==> src/shared/dcil_consts.svh <==
// Purpose: constants of the DC input interlock controller
// Assumes: 250 MHz clock
// Notes:   register offsets are byte addresses on AXI4-Lite
`ifndef DCIL_CONSTS_SVH
`define DCIL_CONSTS_SVH
`define DCIL_CLK_MHZ        250
`define DCIL_DEBOUNCE_US    5
`define DCIL_DEB_CYCLES     (`DCIL_DEBOUNCE_US * `DCIL_CLK_MHZ)
`define DCIL_ACK_LOW_MS     50
`define DCIL_ACK_CYCLES     (`DCIL_ACK_LOW_MS * 1000 * `DCIL_CLK_MHZ)
`define DCIL_OFF_CTRL       4'h0
`define DCIL_OFF_STAT       4'h4
`define DCIL_OFF_CMD        4'h8
`define DCIL_OFF_ALARM      4'hC
`define DCIL_CTRL_RESET     32'h0000_0000
`define DCIL_NUM_EVENTS     3
`define DCIL_NUM_ALARMS     4
`endif

==> src/shared/dcil_pkg.sv <==
// Purpose: types of the DC input interlock controller
// Assumes: nothing
// Notes:   event action encoding
package dcil_pkg;
    typedef enum logic [1:0] {
        DCIL_ACT_NONE    = 2'h0,
        DCIL_ACT_SIGNAL  = 2'h1,
        DCIL_ACT_WARNING = 2'h2,
        DCIL_ACT_ALARM   = 2'h3
    } dcil_action_t;
    typedef enum logic [1:0] {
        DCIL_ST_OFF    = 2'b00,
        DCIL_ST_ON     = 2'b01,
        DCIL_ST_PINOFF = 2'b11
    } dcil_state_t;
endpackage

==> src/design/dcil_top.sv <==
// Purpose: DC input on/off interlock, event actions and alarm handling
// Assumes: pins asynchronous; software over AXI4-Lite
// Notes:   ACK by pin needs a low of at least the ack time
// What this block does
// - remote mode: standby pin alone sets DC
// - polarity setting inverts standby pin meaning
// - open standby pin reads high, means on
// - entering remote with on request switches on
// - local, off, unlocked level: commands may switch on
// - local, off, lock level: switch-on refused
// - refused switch-on raises error indication
// - local, on, unlocked: stays on, switchable
// - local, on, pin locks: switch off, lock
// - pin unlock restores, unless request cancelled
// - command during pin lock cancels restore
// - local pin never switches on from off
// - event actions NONE, SIGNAL, WARNING
// - ALARM action: text, popup, sound, DC off
// - device alarm: DC off, popup, sound
// - alarm pending until acknowledged
// - indication clears after cause and ack
// - status area select reopens alarm popup
// - events evaluated only while DC on
// - remote pin low selects remote
`timescale 1ns/1ps
`default_nettype none
`include "dcil_consts.svh"
module dcil_top #(
    parameter int ACK_CYCLES = `DCIL_ACK_CYCLES  // ack low time
) (
    input  wire logic        clock,          // 250 MHz clock
    input  wire logic        rst_b,          // async reset, active low
    input  wire logic        standbyLockPin, // standby pin level
    input  wire logic        remoteSelPin,   // remote select pin level
    input  wire logic        buttonPress,    // front button pulse
    input  wire logic        statusSelect,   // status area tapped, pulse
    input  wire logic [2:0]  eventHit,       // user event conditions
    input  wire logic [3:0]  alarmCond,      // device alarm conditions
    input  wire logic        s_axi_awvalid,  // AXI write address valid
    output logic             s_axi_awready,  // AXI write address ready
    input  wire logic [3:0]  s_axi_awaddr,   // AXI write address
    input  wire logic        s_axi_wvalid,   // AXI write data valid
    output logic             s_axi_wready,   // AXI write data ready
    input  wire logic [31:0] s_axi_wdata,    // AXI write data
    input  wire logic [3:0]  s_axi_wstrb,    // AXI write strobes
    output logic             s_axi_bvalid,   // AXI write response valid
    input  wire logic        s_axi_bready,   // AXI write response ready
    output logic [1:0]       s_axi_bresp,    // AXI write response
    input  wire logic        s_axi_arvalid,  // AXI read address valid
    output logic             s_axi_arready,  // AXI read address ready
    input  wire logic [3:0]  s_axi_araddr,   // AXI read address
    output logic             s_axi_rvalid,   // AXI read data valid
    input  wire logic        s_axi_rready,   // AXI read data ready
    output logic [31:0]      s_axi_rdata,    // AXI read data
    output logic [1:0]       s_axi_rresp,    // AXI read response
    output logic             dcInputOn,      // DC input switched on
    output logic             lockErrorPopup, // refused switch-on, pulse
    output logic             alarmPopup,     // alarm popup shown
    output logic             warnPopup,      // warning popup shown
    output logic             statusText,     // status text shown
    output logic             soundOn         // acoustic signal
);
    import dcil_pkg::*;

    localparam int DEB = `DCIL_DEB_CYCLES;
    localparam int NE  = `DCIL_NUM_EVENTS;
    localparam int NA  = `DCIL_NUM_ALARMS;

    logic [1:0]  sbSync_r;
    logic [1:0]  remSync_r;
    logic        sbDeb_r;
    logic        remDeb_r;
    logic [11:0] sbCnt_r;
    logic [11:0] remCnt_r;
    logic        remoteAct_r;
    logic        invertPol_r;
    logic        soundEn_r;
    logic [5:0]  eventAct_r;
    logic        digOn_r;
    logic        digOff_r;
    dcil_state_t state_r;
    logic        onReq;
    logic        offReq;
    logic        sbWantOn;
    logic [NA-1:0] alarmPend_r;
    logic [NA-1:0] alarmAcked_r;
    logic        ackPulse;
    logic        swAck_r;
    logic [27:0] lowCnt_r;
    logic        lowLong_r;
    logic        sbPrev_r;
    logic [NE-1:0] evtAlarm;
    logic [NE-1:0] evtWarn;
    logic [NE-1:0] evtSig;
    logic        tripOff;
    logic        evtLatch_r;
    logic        wrAddrHeld_r;
    logic        wrDataHeld_r;
    logic [3:0]  wrAddr_r;
    logic [31:0] wrData_r;
    logic        wrGo;

    // two-stage synchronisers, first stage read only by second
    always_ff @(posedge clock or negedge rst_b) begin
        if (!rst_b) begin
            sbSync_r  <= 2'b11;
            remSync_r <= 2'b11;
        end else begin
            sbSync_r  <= {sbSync_r[0], standbyLockPin};
            remSync_r <= {remSync_r[0], remoteSelPin};
        end
    end

    // debounce: level must stay stable for DEB cycles
    always_ff @(posedge clock or negedge rst_b) begin
        if (!rst_b) begin
            sbDeb_r  <= 1'b1;
            remDeb_r <= 1'b1;
            sbCnt_r  <= 12'h000;
            remCnt_r <= 12'h000;
        end else begin
            if (sbSync_r[1] == sbDeb_r) begin
                sbCnt_r <= 12'h000;
            end else if (sbCnt_r == 12'(DEB - 1)) begin
                sbDeb_r <= sbSync_r[1];
                sbCnt_r <= 12'h000;
            end else begin
                sbCnt_r <= sbCnt_r + 12'h001;
            end
            if (remSync_r[1] == remDeb_r) begin
                remCnt_r <= 12'h000;
            end else if (remCnt_r == 12'(DEB - 1)) begin
                remDeb_r <= remSync_r[1];
                remCnt_r <= 12'h000;
            end else begin
                remCnt_r <= remCnt_r + 12'h001;
            end
        end
    end

    always_ff @(posedge clock or negedge rst_b) begin
        if (!rst_b) begin
            remoteAct_r <= 1'b0;
        end else begin
            remoteAct_r <= ~remDeb_r;
        end
    end

    assign sbWantOn = sbDeb_r ^ invertPol_r;
    assign onReq    = (buttonPress & ~dcInputOn) | digOn_r;
    assign offReq   = (buttonPress & dcInputOn) | digOff_r;

    // user events, only while DC on
    genvar g;
    generate
        for (g = 0; g < NE; g++) begin : gEvt
            logic hit;
            assign hit = eventHit[g] & dcInputOn;
            assign evtSig[g] =
                hit & (eventAct_r[2*g+:2] != DCIL_ACT_NONE);
            assign evtWarn[g] =
                hit & (eventAct_r[2*g+:2] == DCIL_ACT_WARNING);
            assign evtAlarm[g] =
                hit & (eventAct_r[2*g+:2] == DCIL_ACT_ALARM);
        end
    endgenerate

    assign tripOff = (|evtAlarm) | (|(alarmCond & ~alarmAcked_r));

    // DC input state machine
    always_ff @(posedge clock or negedge rst_b) begin
        if (!rst_b) begin
            state_r <= DCIL_ST_OFF;
        end else if (tripOff) begin
            state_r <= DCIL_ST_OFF;
        end else if (remoteAct_r) begin
            state_r <= sbWantOn ? DCIL_ST_ON : DCIL_ST_OFF;
        end else begin
            case (state_r)
                DCIL_ST_OFF: begin
                    if (onReq && sbWantOn) begin
                        state_r <= DCIL_ST_ON;
                    end
                end
                DCIL_ST_ON: begin
                    if (!sbWantOn) begin
                        state_r <= DCIL_ST_PINOFF;
                    end else if (offReq) begin
                        state_r <= DCIL_ST_OFF;
                    end
                end
                DCIL_ST_PINOFF: begin
                    if (onReq || offReq) begin
                        state_r <= DCIL_ST_OFF;
                    end else if (sbWantOn) begin
                        state_r <= DCIL_ST_ON;
                    end
                end
                default: state_r <= DCIL_ST_OFF;
            endcase
        end
    end

    always_ff @(posedge clock or negedge rst_b) begin
        if (!rst_b) begin
            dcInputOn      <= 1'b0;
            lockErrorPopup <= 1'b0;
        end else begin
            dcInputOn      <= (state_r == DCIL_ST_ON);
            lockErrorPopup <= ~remoteAct_r & onReq & ~sbWantOn &
                              (state_r != DCIL_ST_ON);
        end
    end

    // remote ack: long enough low then back high
    always_ff @(posedge clock or negedge rst_b) begin
        if (!rst_b) begin
            lowCnt_r  <= 28'h000_0000;
            lowLong_r <= 1'b0;
            sbPrev_r  <= 1'b1;
        end else begin
            sbPrev_r <= sbWantOn;
            if (sbWantOn) begin
                lowCnt_r  <= 28'h000_0000;
                lowLong_r <= 1'b0;
            end else if (lowCnt_r == 28'(ACK_CYCLES - 1)) begin
                lowLong_r <= 1'b1;
            end else begin
                lowCnt_r <= lowCnt_r + 28'h000_0001;
            end
        end
    end
    assign ackPulse = swAck_r |
        (remoteAct_r & lowLong_r & sbWantOn & ~sbPrev_r);

    // alarms: pending until ack; persistent cause needs re-ack
    generate
        for (g = 0; g < NA; g++) begin : gAlm
            always_ff @(posedge clock or negedge rst_b) begin
                if (!rst_b) begin
                    alarmPend_r[g]  <= 1'b0;
                    alarmAcked_r[g] <= 1'b0;
                end else begin
                    if (alarmCond[g] && !alarmAcked_r[g]) begin
                        alarmPend_r[g] <= 1'b1;
                    end else if (ackPulse) begin
                        alarmPend_r[g] <= 1'b0;
                    end
                    if (!alarmCond[g]) begin
                        alarmAcked_r[g] <= 1'b0;
                    end else if (ackPulse && alarmPend_r[g]) begin
                        alarmAcked_r[g] <= 1'b1;
                    end else if (statusSelect) begin
                        alarmAcked_r[g] <= 1'b0;
                    end
                end
            end
        end
    endgenerate

    always_ff @(posedge clock or negedge rst_b) begin
        if (!rst_b) begin
            alarmPopup <= 1'b0;
            warnPopup  <= 1'b0;
            statusText <= 1'b0;
            soundOn    <= 1'b0;
            evtLatch_r <= 1'b0;
        end else begin
            // an alarm event clears its own cause by tripping, so hold it
            evtLatch_r <= (|evtAlarm) | (evtLatch_r & ~ackPulse);
            alarmPopup <= (|(alarmPend_r & ~alarmAcked_r)) | evtLatch_r;
            warnPopup  <= |evtWarn;
            statusText <= (|evtSig) | evtLatch_r | (|alarmPend_r) |
                (|alarmAcked_r);
            soundOn    <= soundEn_r &
                ((|(alarmPend_r & ~alarmAcked_r)) | evtLatch_r);
        end
    end

    // AXI4-Lite slave; one write and one read outstanding
    assign wrGo = wrAddrHeld_r & wrDataHeld_r & ~s_axi_bvalid;
    always_ff @(posedge clock or negedge rst_b) begin
        if (!rst_b) begin
            wrAddrHeld_r <= 1'b0;
            wrDataHeld_r <= 1'b0;
            wrAddr_r     <= 4'h0;
            wrData_r     <= 32'h0000_0000;
            s_axi_awready <= 1'b0;
            s_axi_wready  <= 1'b0;
            s_axi_bvalid  <= 1'b0;
            s_axi_bresp   <= 2'h0;
        end else begin
            s_axi_awready <= ~wrAddrHeld_r & ~s_axi_awready;
            s_axi_wready  <= ~wrDataHeld_r & ~s_axi_wready;
            if (s_axi_awvalid && s_axi_awready) begin
                wrAddrHeld_r <= 1'b1;
                wrAddr_r     <= s_axi_awaddr;
                s_axi_awready <= 1'b0;
            end
            if (s_axi_wvalid && s_axi_wready) begin
                wrDataHeld_r <= 1'b1;
                wrData_r     <= s_axi_wdata;
                s_axi_wready  <= 1'b0;
            end
            if (wrGo) begin
                wrAddrHeld_r <= 1'b0;
                wrDataHeld_r <= 1'b0;
                s_axi_bvalid <= 1'b1;
                s_axi_bresp  <= (wrAddr_r[3:2] == 2'h1) ? 2'h2 : 2'h0;
            end else if (s_axi_bready) begin
                s_axi_bvalid <= 1'b0;
            end
        end
    end

    always_ff @(posedge clock or negedge rst_b) begin
        if (!rst_b) begin
            invertPol_r <= 1'b0;
            soundEn_r   <= 1'b0;
            eventAct_r  <= 6'h00;
            digOn_r     <= 1'b0;
            digOff_r    <= 1'b0;
            swAck_r     <= 1'b0;
        end else begin
            digOn_r  <= 1'b0;
            digOff_r <= 1'b0;
            swAck_r  <= 1'b0;
            if (wrGo && wrAddr_r == `DCIL_OFF_CTRL && wrData_r[0]) begin
                invertPol_r <= wrData_r[1];
                soundEn_r   <= wrData_r[2];
                eventAct_r  <= wrData_r[9:4];
            end
            if (wrGo && wrAddr_r == `DCIL_OFF_CMD) begin
                digOn_r  <= wrData_r[0] & ~remoteAct_r;
                digOff_r <= wrData_r[1] & ~remoteAct_r;
            end
            if (wrGo && wrAddr_r == `DCIL_OFF_ALARM) begin
                swAck_r <= wrData_r[0];
            end
        end
    end

    always_ff @(posedge clock or negedge rst_b) begin
        if (!rst_b) begin
            s_axi_arready <= 1'b0;
            s_axi_rvalid  <= 1'b0;
            s_axi_rdata   <= 32'h0000_0000;
            s_axi_rresp   <= 2'h0;
        end else begin
            s_axi_arready <= ~s_axi_rvalid & ~s_axi_arready;
            if (s_axi_arvalid && s_axi_arready) begin
                s_axi_arready <= 1'b0;
                s_axi_rvalid  <= 1'b1;
                s_axi_rresp   <= 2'h0;
                case (s_axi_araddr)
                    `DCIL_OFF_CTRL: s_axi_rdata <= {22'h00_0000,
                        eventAct_r, 1'b0, soundEn_r, invertPol_r, 1'b0};
                    `DCIL_OFF_STAT: s_axi_rdata <= {16'h0000,
                        alarmAcked_r, alarmPend_r, 3'h0, remoteAct_r,
                        sbDeb_r, state_r, dcInputOn};
                    `DCIL_OFF_CMD:   s_axi_rdata <= 32'h0000_0000;
                    `DCIL_OFF_ALARM: s_axi_rdata <= {28'h000_0000,
                        alarmPend_r};
                    default: begin
                        s_axi_rdata <= 32'h0000_0000;
                        s_axi_rresp <= 2'h2;
                    end
                endcase
            end else if (s_axi_rready) begin
                s_axi_rvalid <= 1'b0;
            end
        end
    end

    a_remote_pin_rules: assert property (@(posedge clock) disable iff (!rst_b)
        (remoteAct_r && !tripOff) |=> (state_r == ($past(sbWantOn) ?
        DCIL_ST_ON : DCIL_ST_OFF)))
        else $error("remote state not from pin");
    a_lock_refuses_on: assert property (@(posedge clock) disable iff (!rst_b)
        (!remoteAct_r && state_r == DCIL_ST_OFF && !sbWantOn)
        |=> state_r != DCIL_ST_ON) else $error("locked input switched on");
    a_lock_error_pulse: assert property (@(posedge clock) disable iff (!rst_b)
        (!remoteAct_r && onReq && !sbWantOn && state_r == DCIL_ST_OFF)
        |=> lockErrorPopup) else $error("no error on refused on");
    a_pin_switch_off: assert property (@(posedge clock) disable iff (!rst_b)
        (!remoteAct_r && !tripOff && state_r == DCIL_ST_ON && !sbWantOn)
        |=> state_r == DCIL_ST_PINOFF) else $error("pin lock not off");
    a_pin_restore_on: assert property (@(posedge clock) disable iff (!rst_b)
        (!remoteAct_r && !tripOff && state_r == DCIL_ST_PINOFF && sbWantOn
        && !onReq && !offReq) |=> ##1 dcInputOn)
        else $error("pin restore failed");
    a_cancel_restore: assert property (@(posedge clock) disable iff (!rst_b)
        (!remoteAct_r && !tripOff && state_r == DCIL_ST_PINOFF && buttonPress)
        |=> state_r == DCIL_ST_OFF) else $error("restore not cancelled");
    a_alarm_trips_off: assert property (@(posedge clock) disable iff (!rst_b)
        tripOff |=> ##1 !dcInputOn) else $error("alarm left DC on");
    a_alarm_stays_pend: assert property (@(posedge clock) disable iff (!rst_b)
        (alarmPend_r[0] && !ackPulse) |=> alarmPend_r[0])
        else $error("alarm dropped without ack");
    a_event_needs_on: assert property (@(posedge clock) disable iff (!rst_b)
        !dcInputOn |-> evtSig == 3'h0) else $error("event while off");
    c_pin_lock: cover property (@(posedge clock) disable iff (!rst_b)
        state_r == DCIL_ST_ON ##1 state_r == DCIL_ST_PINOFF);
    c_refused: cover property (@(posedge clock) disable iff (!rst_b)
        lockErrorPopup);
    c_remote_on: cover property (@(posedge clock) disable iff (!rst_b)
        remoteAct_r && dcInputOn);
endmodule
`default_nettype wire

==> config.mk <==
export PLATFORM = sky130hd
export DESIGN_NAME = dcil_top
export DESIGN_NICKNAME = d
export VERILOG_FILES = /design/src/shared/dcil_pkg.sv /design/src/design/dcil_top.sv
export VERILOG_INCLUDE_DIRS = /design/src /design/src/shared
export SDC_FILE = /design/constraint.sdc
export NUM_CORES = 1
export LEC_CHECK = 0
export BUFFER_PORTS_ARGS = -buffer_cell sky130_fd_sc_hd__clkbuf_2
export CAP_MARGIN = 20
export CELL_PAD_IN_SITES_DETAIL_PLACEMENT = 1
export CELL_PAD_IN_SITES_GLOBAL_PLACEMENT = 2
export CORE_MARGIN = 10
export CORE_UTILIZATION = 38
export CTS_CLUSTER_DIAMETER = 40
export CTS_CLUSTER_SIZE = 12
export DETAILED_ROUTE_END_ITERATION = 12
export HOLD_SLACK_MARGIN = 0.08
export PLACE_DENSITY_LB_ADDON = 0.1
export SLEW_MARGIN = 20
export SYNTH_ARGS = -nofsm -noshare
export SYNTH_HDL_FRONTEND = slang
export SYNTH_SLANG_ARGS = --single-unit
==> constraint.sdc <==
create_clock -name clock -period 4.3 [get_ports clock]
set_input_delay 0.215 -clock clock [delete_from_list [all_inputs] [get_ports clock]]
set_output_delay 0.215 -clock clock [all_outputs]
set_load 0.02 [all_outputs]
==> results of run 1 <==
[worst paths after layout]
| check | start | endpoint | slack [ps] |
|---|---|---|---|
| min in group asynchronous | rst_b | s_axi_arready | 440 |
| min | s_axi_araddr[0] | s_axi_rresp[1] | 120 |
| max reg2reg | sbDeb_r | lowCnt_r[3] | 2120 |
| max in group asynchronous | rst_b | sbSync_r[0] | 2970 |
| min reg2reg | remSync_r[0] | remSync_r[1] | 360 |
| max | sbDeb_r | lowCnt_r[3] | 2120 |
[tightest hold or removal path, delay by kind of cell]
family | cells | cell delay (ps)
buffers and inverters | 1 | 90
AND/OR/NAND/NOR | 2 | 170
[timing repair]
item | CTS | global route
hold buffers | 25 | 0
endpoints found under the setup margin | 0 | 0
endpoints found under the hold margin | 82 | 0
[power by group through the flow]
| stage | sequential, mW | clock [mW] | combinational (mW) |
|---|---|---|---|
| floorplan | 1.57 | 0 | 0.324 |
| finish | 1.54 | 1.52 | 0.551 |
| CTS | 1.55 | 1.55 | 0.550 |
| global placement | 1.55 | 0 | 0.513 |
| detailed placement | 1.56 | 0 | 0.528 |
| global route | 1.58 | 1.62 | 0.618 |
[kinds of logic (layout without fill, tap and decap cells)]
group                      count (synthesis)  count (layout)  share of synthesized area
AOI/OAI and AO/OA                         67              67                    0.07290
xor gates and xnor gates                  40              40                    0.06168
adders and majority gates                  5               5                    0.01078
buffers and inverters                     45             137                    0.04421
DFF                                      127             127                     0.5493
muxes                                     32              32                    0.06146
other                                      1              18                  0.0006463
and+or+nand+nor                          224             224                     0.1990
[layout by cell type (no fill, tap or decap), types with 12 or more instances in the layout]
cell type      count
a21oi_1           16
clkbuf_16         18
clkbuf_2          62
conb_1            18
dfrtp_1          120
dlygate4sd3_1     25
inv_1             13
mux2_2            21
nand2_1           35
nand3_1           34
nand4_1           12
nor2_1            64
nor2b_1           15
nor3_1            13
o21ai_0           22
xnor2_1           19
xor2_1            20
[final cells by class]
| cell class | count | area [um2] |
|---|---|---|
| Fill cell | 1664 | 7946 |
| Sequential cell | 127 | 3187 |
| Multi-Input combinational cell | 386 | 2422 |
| Timing Repair Buffer | 91 | 620.6 |
| Clock buffer | 22 | 464.2 |
| Tap cell | 188 | 235.2 |
| Clock inverter | 10 | 161.4 |
| Inverter | 14 | 52.55 |
[metal layers]
layer	global-route usage	routed length, um	vias up
li1	-	-	2053
met1	0.1773	6353	2131
met2	0.2304	6705	60
met3	0.04785	627	14
met4	0.04890	156	2
met5	0	7	-
[stage by stage]
stage / utilization / hold WS [ps] / std cells / instance area [um2] / power (mW)
after floorplan: - / -80.59 / 558 / 5866 / 1.895
after global placement: 0.4137 / 303.5 / 780 / 6242 / 2.067
after detailed placement: 0.4137 / 304.7 / 780 / 6242 / 2.089
after CTS: 0.4717 / 93.56 / 837 / 7118 / 3.651
after global routing: 0.4734 / 125.1 / 838 / 7143 / 3.810
final: 0.4734 / 117.7 / 838 / 7143 / 3.613
[sequential cells by signal, summed over array words and instances (netlist names), 4 cells and up]
name and count:
sbCnt_r 12, lowCnt_r 28, remCnt_r 12, wrData_r 9, alarmPend_r 4, eventAct_r 6
alarmAcked_r 4, wrAddr_r 4, s_axi_rdata 16
==> impl_results.md, run 1 <==
- Count of endpoints failing setup in the final report: 0
- Net switching power: approximately 1.0 mW
- Final Hold Viols: 0
- Clock H-tree levels: 4
- Post-synth EDFFs: 0
- Clk slew on worst S/H paths: 60 ps
- Tightest Pin Transition: ~800 ps
- Avg WL per Cell: 16.53 um
- DRT antenna net count: 0
- # IOs: 109
- CP Buf/Inv Count: 2
- Post-DR vias/cell: 5.084
- Share of layout cells above drive strength 1: 0.2000
- CP Depth: 5
- CTS resizes: 0
- Leading cell type by number of instances after synthesis: dfrtp_1
- Post-Syn Instances: 541
- Post-synthesis sequential area ratio: 0.5493
- Worst hold-check path type: in2reg
- Postcts setup bufs: 0
- Pint: 2.617 mW
- Sw Share: 0.2756
- Die W: approximately 140 um
- Pwr per Cell Area: 505.7 mW/mm2
- Post-synth cell types: 48
- Mean post-synth cell area: 10.72 um2
- Slew Limit Fails: 0
- Worst setup margin: 2124 ps
- Synth top area share: 0.5176
- FFs w/ async S/R, synth: 1.000
- Top FF cell, synth: dfrtp_1
- Vias in the first global route: between 4000 and 5000
- Initial antenna violation count: 1
- Leakage power: 3.250 nW
- Yosys warning count: 0
- Largest net degree at the start of global routing: about 70
- Path depth of the worst reg2reg path: 5
- Flip-flop and latch count after synthesis: between 100 and 150
- Routed WL: 13.85 mm
- Kind of critical path: reg2reg
- RD Place Congestion: 0.7630
- Synth top cells by count: dfrtp_1, nor2_1, nand2_1
- Area contributors post-synth: dfrtp_1, nor2_1, mux2_2, dfstp_2, xor2_1
- # diodes: 0
- CP Cell Sequence: xnor2_2, clkinv_1, clkbuf_16, or4_1, nand2_1
- Clk root buf: clkbuf_16
- First-iteration detailed-routing DRC count: 125
- Post-layout nets: approximately 700
- Area leader, netlist: dfrtp_1
- Unrepaired setup endpoints after global routing: no
- Required @ worst endpoint: between 4000 and 5000 ps
- Startpoint Class: flop
- Peak Freq: 0.4597 GHz
- Max-cap violation count: 0
- Die Y: 143.6 um
- CP endpoint kind: flop
- CP peak stage delay: 610 ps
- Post-Syn Area: roughly 0.0058 mm2
- Synthesis-to-finish area growth: 23.12%
- Slew HR: 0.4687
- Largest delay share family, worst path: buffers and inverters
- CP arrival: 2530 ps
- DRC errors left: 0
- First drt pass iteration count: 4
- Final Skew: approximately 14 ps
- Clock power frac: 0.421
- Overflow after GRT: 0
- DR vias: 4260
- Sequential share of power: 0.427
- Crit share post-route: 0.5059
- TritonCTS clock tree: done
- Clock Latency Late Sink: between 400 and 500 ps
- Peak supply drop: 0.3382 mV
- Hold Path Stages: 3
- Initial core utilization: 0.3845
- CORE AREA: 0.01509 mm2
- Status: completed
- Crit-path max FO: 26
- Bufs on Longest Clock Path: 2
- Global Route Usage Sum: 0.1436
- DP Worst Slack: between 1500 and 2000 ps
- HPWL after detailed placement: 9.729 mm
- Die area: 0.02061 mm2
- Final min period: 2176 ps
- CP max-delay cell: dfstp_2
- Number of core rows: 45
- TNS Setup: 0 ps
- Cts bufs inserted: 17
- Logic gate share of total power: 0.152
- First-pass GRT wire length: 23.55 mm
- Sink Count: ~130
- Input/output buffers: 63
Power figures use the tool's default switching activity.
==> inputs of run 2 (changes only) <==
CORE_UTILIZATION = 32   (was 38)
clock period = 2 ns   (was 4.3 ns; I/O delays follow)
==> impl_results.md, run 2 (synthesized netlist as in run 1, its figures left out) <==
- Pwr per Cell Area: 1044 mW/mm2 (+110%)
- Largest net degree at the start of global routing: 40 (-42%)
- TritonCTS clock tree: done
- Pint: 5.528 mW (+110%)
- Slew HR: 0.5924 (+0.1236)
- CP Cell Sequence: nand2b_1, nor4b_1, a22oi_1, o21ai_0, mux2i_1
- Max reg flops: 28 (unchanged)
- Peak supply drop: 0.5888 mV (+74%)
- Crit share post-route: 0.9208 (+0.4148)
- CORE AREA: 0.01790 mm2 (+19%)
- Startpoint Class: flop
- RD Place Congestion: 0.7539 (-1.2%)
- Status: completed
- First-iteration detailed-routing DRC count: 159 (+27%)
- Clock power frac: 0.408 (-0.013)
- Required @ worst endpoint: 2330 ps (-2320 ps)
- TNS Setup: 0 ps (unchanged)
- Most common cell after layout, fill and taps aside: dfrtp_1
- DRT antenna net count: 0 (unchanged)
- CP peak stage delay: 510 ps (-100 ps)
- DRC errors left: 0 (unchanged)
- Count of endpoints failing setup in the final report: 0 (unchanged)
- Max-cap violation count: 0 (unchanged)
- Vias in the first global route: 4758 (+4.5%)
- Avg WL per Cell: 15.95 um (-3.5%)
- CP endpoint kind: flop
- First-pass GRT wire length: 24.65 mm (+4.7%)
- DP Area: 0.006414 mm2 (+2.7%)
- Kind of critical path: reg2reg
- Most frequent cells in the layout: dfrtp_1, nor2_1, clkbuf_2
- Unrepaired setup endpoints after global routing: no
- Die area: 0.02392 mm2 (+16%)
- Power Total: 7.677 mW (+110%)
- Initial antenna violation count: 0 (-1)
- Peak Freq: 0.5430 GHz (+18%)
- Reg2Reg Setup Slack: 160 ps (-1970 ps)
- Sink Count: 127 (unchanged)
- Overflow after GRT: 0 (unchanged)
- First drt pass iteration count: 4 (unchanged)
- Routed WL: 14.32 mm (+3.4%)
- Final min period: 1842 ps (-334.0 ps)
- Synthesis-to-finish area growth: 26.74%
- Final instance area: 0.007353 mm2 (+2.9%)
- Post-DR vias/cell: 4.807 (-5.4%)
- Global Route Usage Sum: 0.1250 (-0.01863)
- # IOs: 109 (unchanged)
- Share of layout cells above drive strength 1: 0.2138 (+0.01375)
- Fillers: 1998 (+20%)
- Worst hold-check path type: in2reg
- Cts bufs inserted: 17 (unchanged)
- Leakage power: 3.335 nW (+2.6%)
- Die W: 154.7 um (+7.7%)
- DR vias: 4317 (+1.3%)
- Input/output buffers: 63 (unchanged)
- CP Buf/Inv Count: 0 (-2)
- Largest Register: lowCnt_r
- Slew Limit Fails: 0 (unchanged)
- # diodes: 0 (unchanged)
- Final Skew: 9.893 ps (-3.997 ps)
- Multi-input gate area: 0.002424 mm2 (about the same)
- CP max-delay cell: nor4b_1
- Clock Latency Late Sink: 420 ps (about the same)
- Clock H-tree levels: 4 (unchanged)
- Clk slew on worst S/H paths: 60 ps (about the same)
- Sw Share: 0.2799 (+0.004279)
- Tightest Pin Transition: 611.4 ps (-185.5 ps)
- Top Registers: lowCnt_r x28, s_axi_rdata x16
- Sequential share of power: 0.430 (+0.003)
- Die Y: 154.7 um (+7.7%)
- Reg area: 0.003187 mm2 (unchanged)
- Post-layout nets: 723 (+2.7%)
- Number of core rows: 49 (+8.9%)
- Bufs on Longest Clock Path: 2 (unchanged)
- Clk root buf: clkbuf_16
- CP arrival: 2180 ps (-350 ps)
- Largest delay share family, worst path: simple AND/OR/NAND/NOR gates
- HPWL after detailed placement: 10.36 mm (+6.5%)
- Final Hold Viols: 0 (unchanged)
- Crit-path max FO: 7 (-73%)
- Logic gate share of total power: 0.162 (+0.010)
- Initial core utilization: 0.3241 (-0.06041)
- Net switching power: 2.149 mW (+120%)
run 2: cell types whose count changed in the layout (fill, tap and decap cells not counted), moves of 2 or more:
cell / before / now
buf_12: 1 / 4
clkinv_2: 2 / 4
buf_4: 2 / 11
dlygate4sd3_1: 25 / 33
run 2: cell type report:
cell class | instances | share of cell area
Timing Repair Buffer | 110 | 0.1092
Inverter | 14 | 0.007147
Clock buffer | 21 | 0.06262
Tap cell | 229 | 0.03897
Sequential cell | 127 | 0.4334
Clock inverter | 11 | 0.01906
Multi-Input combinational cell | 386 | 0.3296
run 2: final timing paths:
kind                                 start              to  depth (start not counted)
setup / recovery                state_r[0]      state_r[0]                          5
hold / removal             s_axi_araddr[3]  s_axi_rdata[0]                          3
setup reg to reg                state_r[0]      state_r[0]                          5
hold reg to reg               remSync_r[0]    remSync_r[1]                          0
max in group asynchronous            rst_b         sbDeb_r                          3
min in group asynchronous            rst_b    s_axi_rvalid                          2
run 2: routing by layer:
metal,wire length (um),vias up,track usage
met5,0,-,0
met2,6923,67,0.2005
li1,-,2090,-
met4,136,0,0.04588
met1,6712,2149,0.1574
met3,547,11,0.03383
run 2: stage by stage:
stage	worst slack (ps)	hold slack, ps	util	cells
global placement	188.9	140.3	0.3583	832
floorplan	301.6	-195.6	-	558
detailed placement	123.0	156.7	0.3583	832
global route	21.92	120.0	0.4107	898
finish	158.5	109.3	0.4107	898
CTS	109.6	93.92	0.4103	897
run 2: timing repair:
action | CTS | global route
resized for setup | 0 | 1
endpoints found under the setup margin | 0 | 6
endpoints found under the hold margin | 65 | 0
buffers inserted | 0 | 1
hold buffers | 33 | 0
run 2: power groups by stage:
stage               combinational, mW  clock [mW]  sequential, mW
floorplan                       0.697           0            3.38
global placement                 1.16           0            3.34
detailed placement               1.21           0            3.35
CTS                              1.28        3.24            3.31
global route                     1.40        3.39            3.37
finish                           1.24        3.13            3.30
run 2: tightest hold or removal path: cells and delay by family:
| family | cells | cell delay, ps |
|---|---|---|
| compound gates | 1 | 130 |
| buf+inv | 1 | 170 |
| mux | 1 | 90 |
==> inputs of run 3 (changes only) <==
MAX_ROUTING_LAYER = met4   (was unset)
RECOVER_POWER = 50   (was unset)
==> impl_results.md, run 3 (synthesized netlist as in run 1, its figures left out) <==
- Status: completed
- Initial antenna violation count: 0 (unchanged)
- DRC errors left: 0 (unchanged)
- DP Area: 0.006414 mm2 (unchanged)
- TNS Setup: 0 ps (unchanged)
- Avg WL per Cell: 15.94 um (about the same)
- Required @ worst endpoint: 2330 ps (about the same)
- Sw Share: 0.2806 (+0.0006377)
- Initial core utilization: 0.3241 (unchanged)
- HPWL after detailed placement: 10.36 mm (unchanged)
- CORE AREA: 0.01790 mm2 (unchanged)
- Net switching power: 2.152 mW (+0.14%)
- Final Skew: 5.757 ps (-4.136 ps)
- Peak supply drop: 0.5906 mV (+0.29%)
- Leakage power: 3.310 nW (-0.76%)
- Unrepaired setup endpoints after global routing: no
- Clk root buf: clkbuf_16
- CP peak stage delay: 500 ps (about the same)
- Most frequent cells in the layout: dfrtp_1, nor2_1, clkbuf_2
- Vias in the first global route: 4746 (-0.25%)
- First drt pass iteration count: 4 (unchanged)
- Tightest Pin Transition: 1110 ps (+498.2 ps)
- WHS Endpoint: s_axi_rdata[0]
- Most common cell after layout, fill and taps aside: dfrtp_1
- Kind of critical path: reg2reg
- Cts bufs inserted: 17 (unchanged)
- Peak Freq: 0.5433 GHz (about the same)
- Routed WL: 14.32 mm (about the same)
- Slew Limit Fails: 0 (unchanged)
- Logic gate share of total power: 0.161 (about the same)
- RR Endpoint: state_r[0]
- Worst hold-check path type: in2reg
- DR vias: 4322 (+0.12%)
- Crit-path max FO: 7 (unchanged)
- Crit share post-route: 0.9203 (about the same)
- Clock power frac: 0.409 (about the same)
- First-iteration detailed-routing DRC count: 141 (-11%)
- Crit Reg-Reg Startpoint: state_r[0]
- Max-cap violation count: 0 (unchanged)
- Slew HR: 0.2603 (-0.3321)
- CP arrival: 2180 ps (about the same)
- Final Hold Viols: 0 (unchanged)
- Clk slew on worst S/H paths: 60 ps (about the same)
- CP max-delay cell: nor4b_1
- DRT antenna net count: 0 (unchanged)
- Overflow after GRT: 0 (unchanged)
- # diodes: 0 (unchanged)
- Post-layout nets: 723 (unchanged)
- Sequential share of power: 0.431 (about the same)
- # IOs: 109 (unchanged)
- CP endpoint kind: flop
- Util after Layout: 0.4082 (-0.002516)
- Largest Register: lowCnt_r
- Hold Path Stages: 3 (unchanged)
- Final min period: 1841 ps (-0.9670 ps)
- Global Route Usage Sum: 0.1283 (+0.003304)
- Hold Startpoint: s_axi_araddr[3]
- Number of core rows: 49 (unchanged)
- Bufs on Longest Clock Path: 2 (unchanged)
- Input/output buffers: 63 (unchanged)
- Pint: 5.518 mW (-0.18%)
- Count of endpoints failing setup in the final report: 0 (unchanged)
- Die W: 154.7 um (unchanged)
- Clock H-tree levels: 4 (unchanged)
- Pwr per Cell Area: 1049 mW/mm2 (+0.53%)
- Clock Latency Late Sink: 420 ps (about the same)
- Final instance area: 0.007308 mm2 (-0.61%)
- Sink Count: 127 (unchanged)
- Share of layout cells above drive strength 1: 0.2063 (-0.007474)
- Reg2Reg Setup Slack: 160 ps (about the same)
- Max reg flops: 28 (unchanged)
- Post-DR vias/cell: 4.813 (+0.12%)
- First-pass GRT wire length: 24.67 mm (about the same)
- CP Cell Sequence: nand2b_1, nor4b_1, a22oi_1, o21ai_0, mux2i_1
- Synthesis-to-finish area growth: 25.97%
- Path depth of the worst reg2reg path: 5 (unchanged)
- Die Y: 154.7 um (unchanged)
- TritonCTS clock tree: done
- Die area: 0.02392 mm2 (unchanged)
- RD Place Congestion: 0.7613 (+0.98%)
- Startpoint Class: flop
- Top Registers: lowCnt_r x28, s_axi_rdata x16
- Largest net degree at the start of global routing: 40 (unchanged)
run 3: cell types whose count changed in the layout (fill, tap and decap cells not counted):
cell | before | now
buf_4 | 11 | 7
dfstp_1 | 0 | 1
clkbuf_1 | 2 | 6
buf_12 | 4 | 2
clkbuf_2 | 62 | 64
dfstp_2 | 7 | 6
run 3: per-stage QoR:
stage               std cells  hold WS (ps)  power [mW]  worst slack, ps
floorplan                 558        -195.6       4.075            301.6
global placement          832         140.3       4.503            188.9
detailed placement        832         156.7       4.561            123.0
CTS                       897         93.92       7.829            109.6
global route              898         121.1       8.150            21.92
finish                    898         109.8       7.670            159.5
run 3: timing repair:
item	in CTS	in global routing
hold buffers	33	0
gates resized for setup	0	1
endpoints found under the setup margin	0	6
buffers inserted	0	1
hold endpoints to repair	65	0
run 3: metal layers:
layer | up-vias | share of wire | wire [um] | global-route usage
li1 | 2092 | - | - | -
met1 | 2147 | 0.47 | 6746 | 0.1588
met2 | 67 | 0.48 | 6879 | 0.2003
met3 | 16 | 0.035 | 501 | 0.03189
met4 | 0 | 0.013 | 191 | 0.04453
met5 | - | 0 | 0 | -
run 3: how the worst max path moves through the flow:
stage,startpoint,end,slack (ps),cells past startpoint
after floorplan,sbCnt_r[9],sbCnt_r[7],300,5
after global placement,lowCnt_r[0],lowCnt_r[24],190,6
after detailed placement,lowCnt_r[0],lowCnt_r[16],120,5
after CTS,lowCnt_r[0],lowCnt_r[16],110,5
after global routing,lowCnt_r[0],lowCnt_r[1],20,7
final,state_r[0],state_r[0],160,5
run 3: power groups by stage:
| stage | sequential, mW | clock, mW | combinational, mW |
|---|---|---|---|
| final | 3.30 | 3.13 | 1.23 |
| after global routing | 3.37 | 3.39 | 1.39 |
| after CTS | 3.31 | 3.24 | 1.28 |
| after detailed placement | 3.35 | 0 | 1.21 |
| after global placement | 3.34 | 0 | 1.16 |
| after floorplan | 3.38 | 0 | 0.697 |
run 3: final cells by class:
| type | instances | area [um2] |
|---|---|---|
| fillers | 2001 | 10590 |
| flip-flops and latches | 127 | 3187 |
| multi-input cells | 386 | 2424 |
| repair buffers | 110 | 758.2 |
| clock buffers | 21 | 460.4 |
| well taps | 229 | 286.5 |
| clock inverters | 11 | 140.1 |
| inverters | 14 | 52.55 |
run 3: critical path, delay by kind of cell, from the launching register on:
kind / cells / cell delay, ps
AND/OR/NAND/NOR: 2 / 610
flip-flops: 1 / 490
AO/OA/AOI/OAI: 2 / 440
multiplexers: 1 / 220
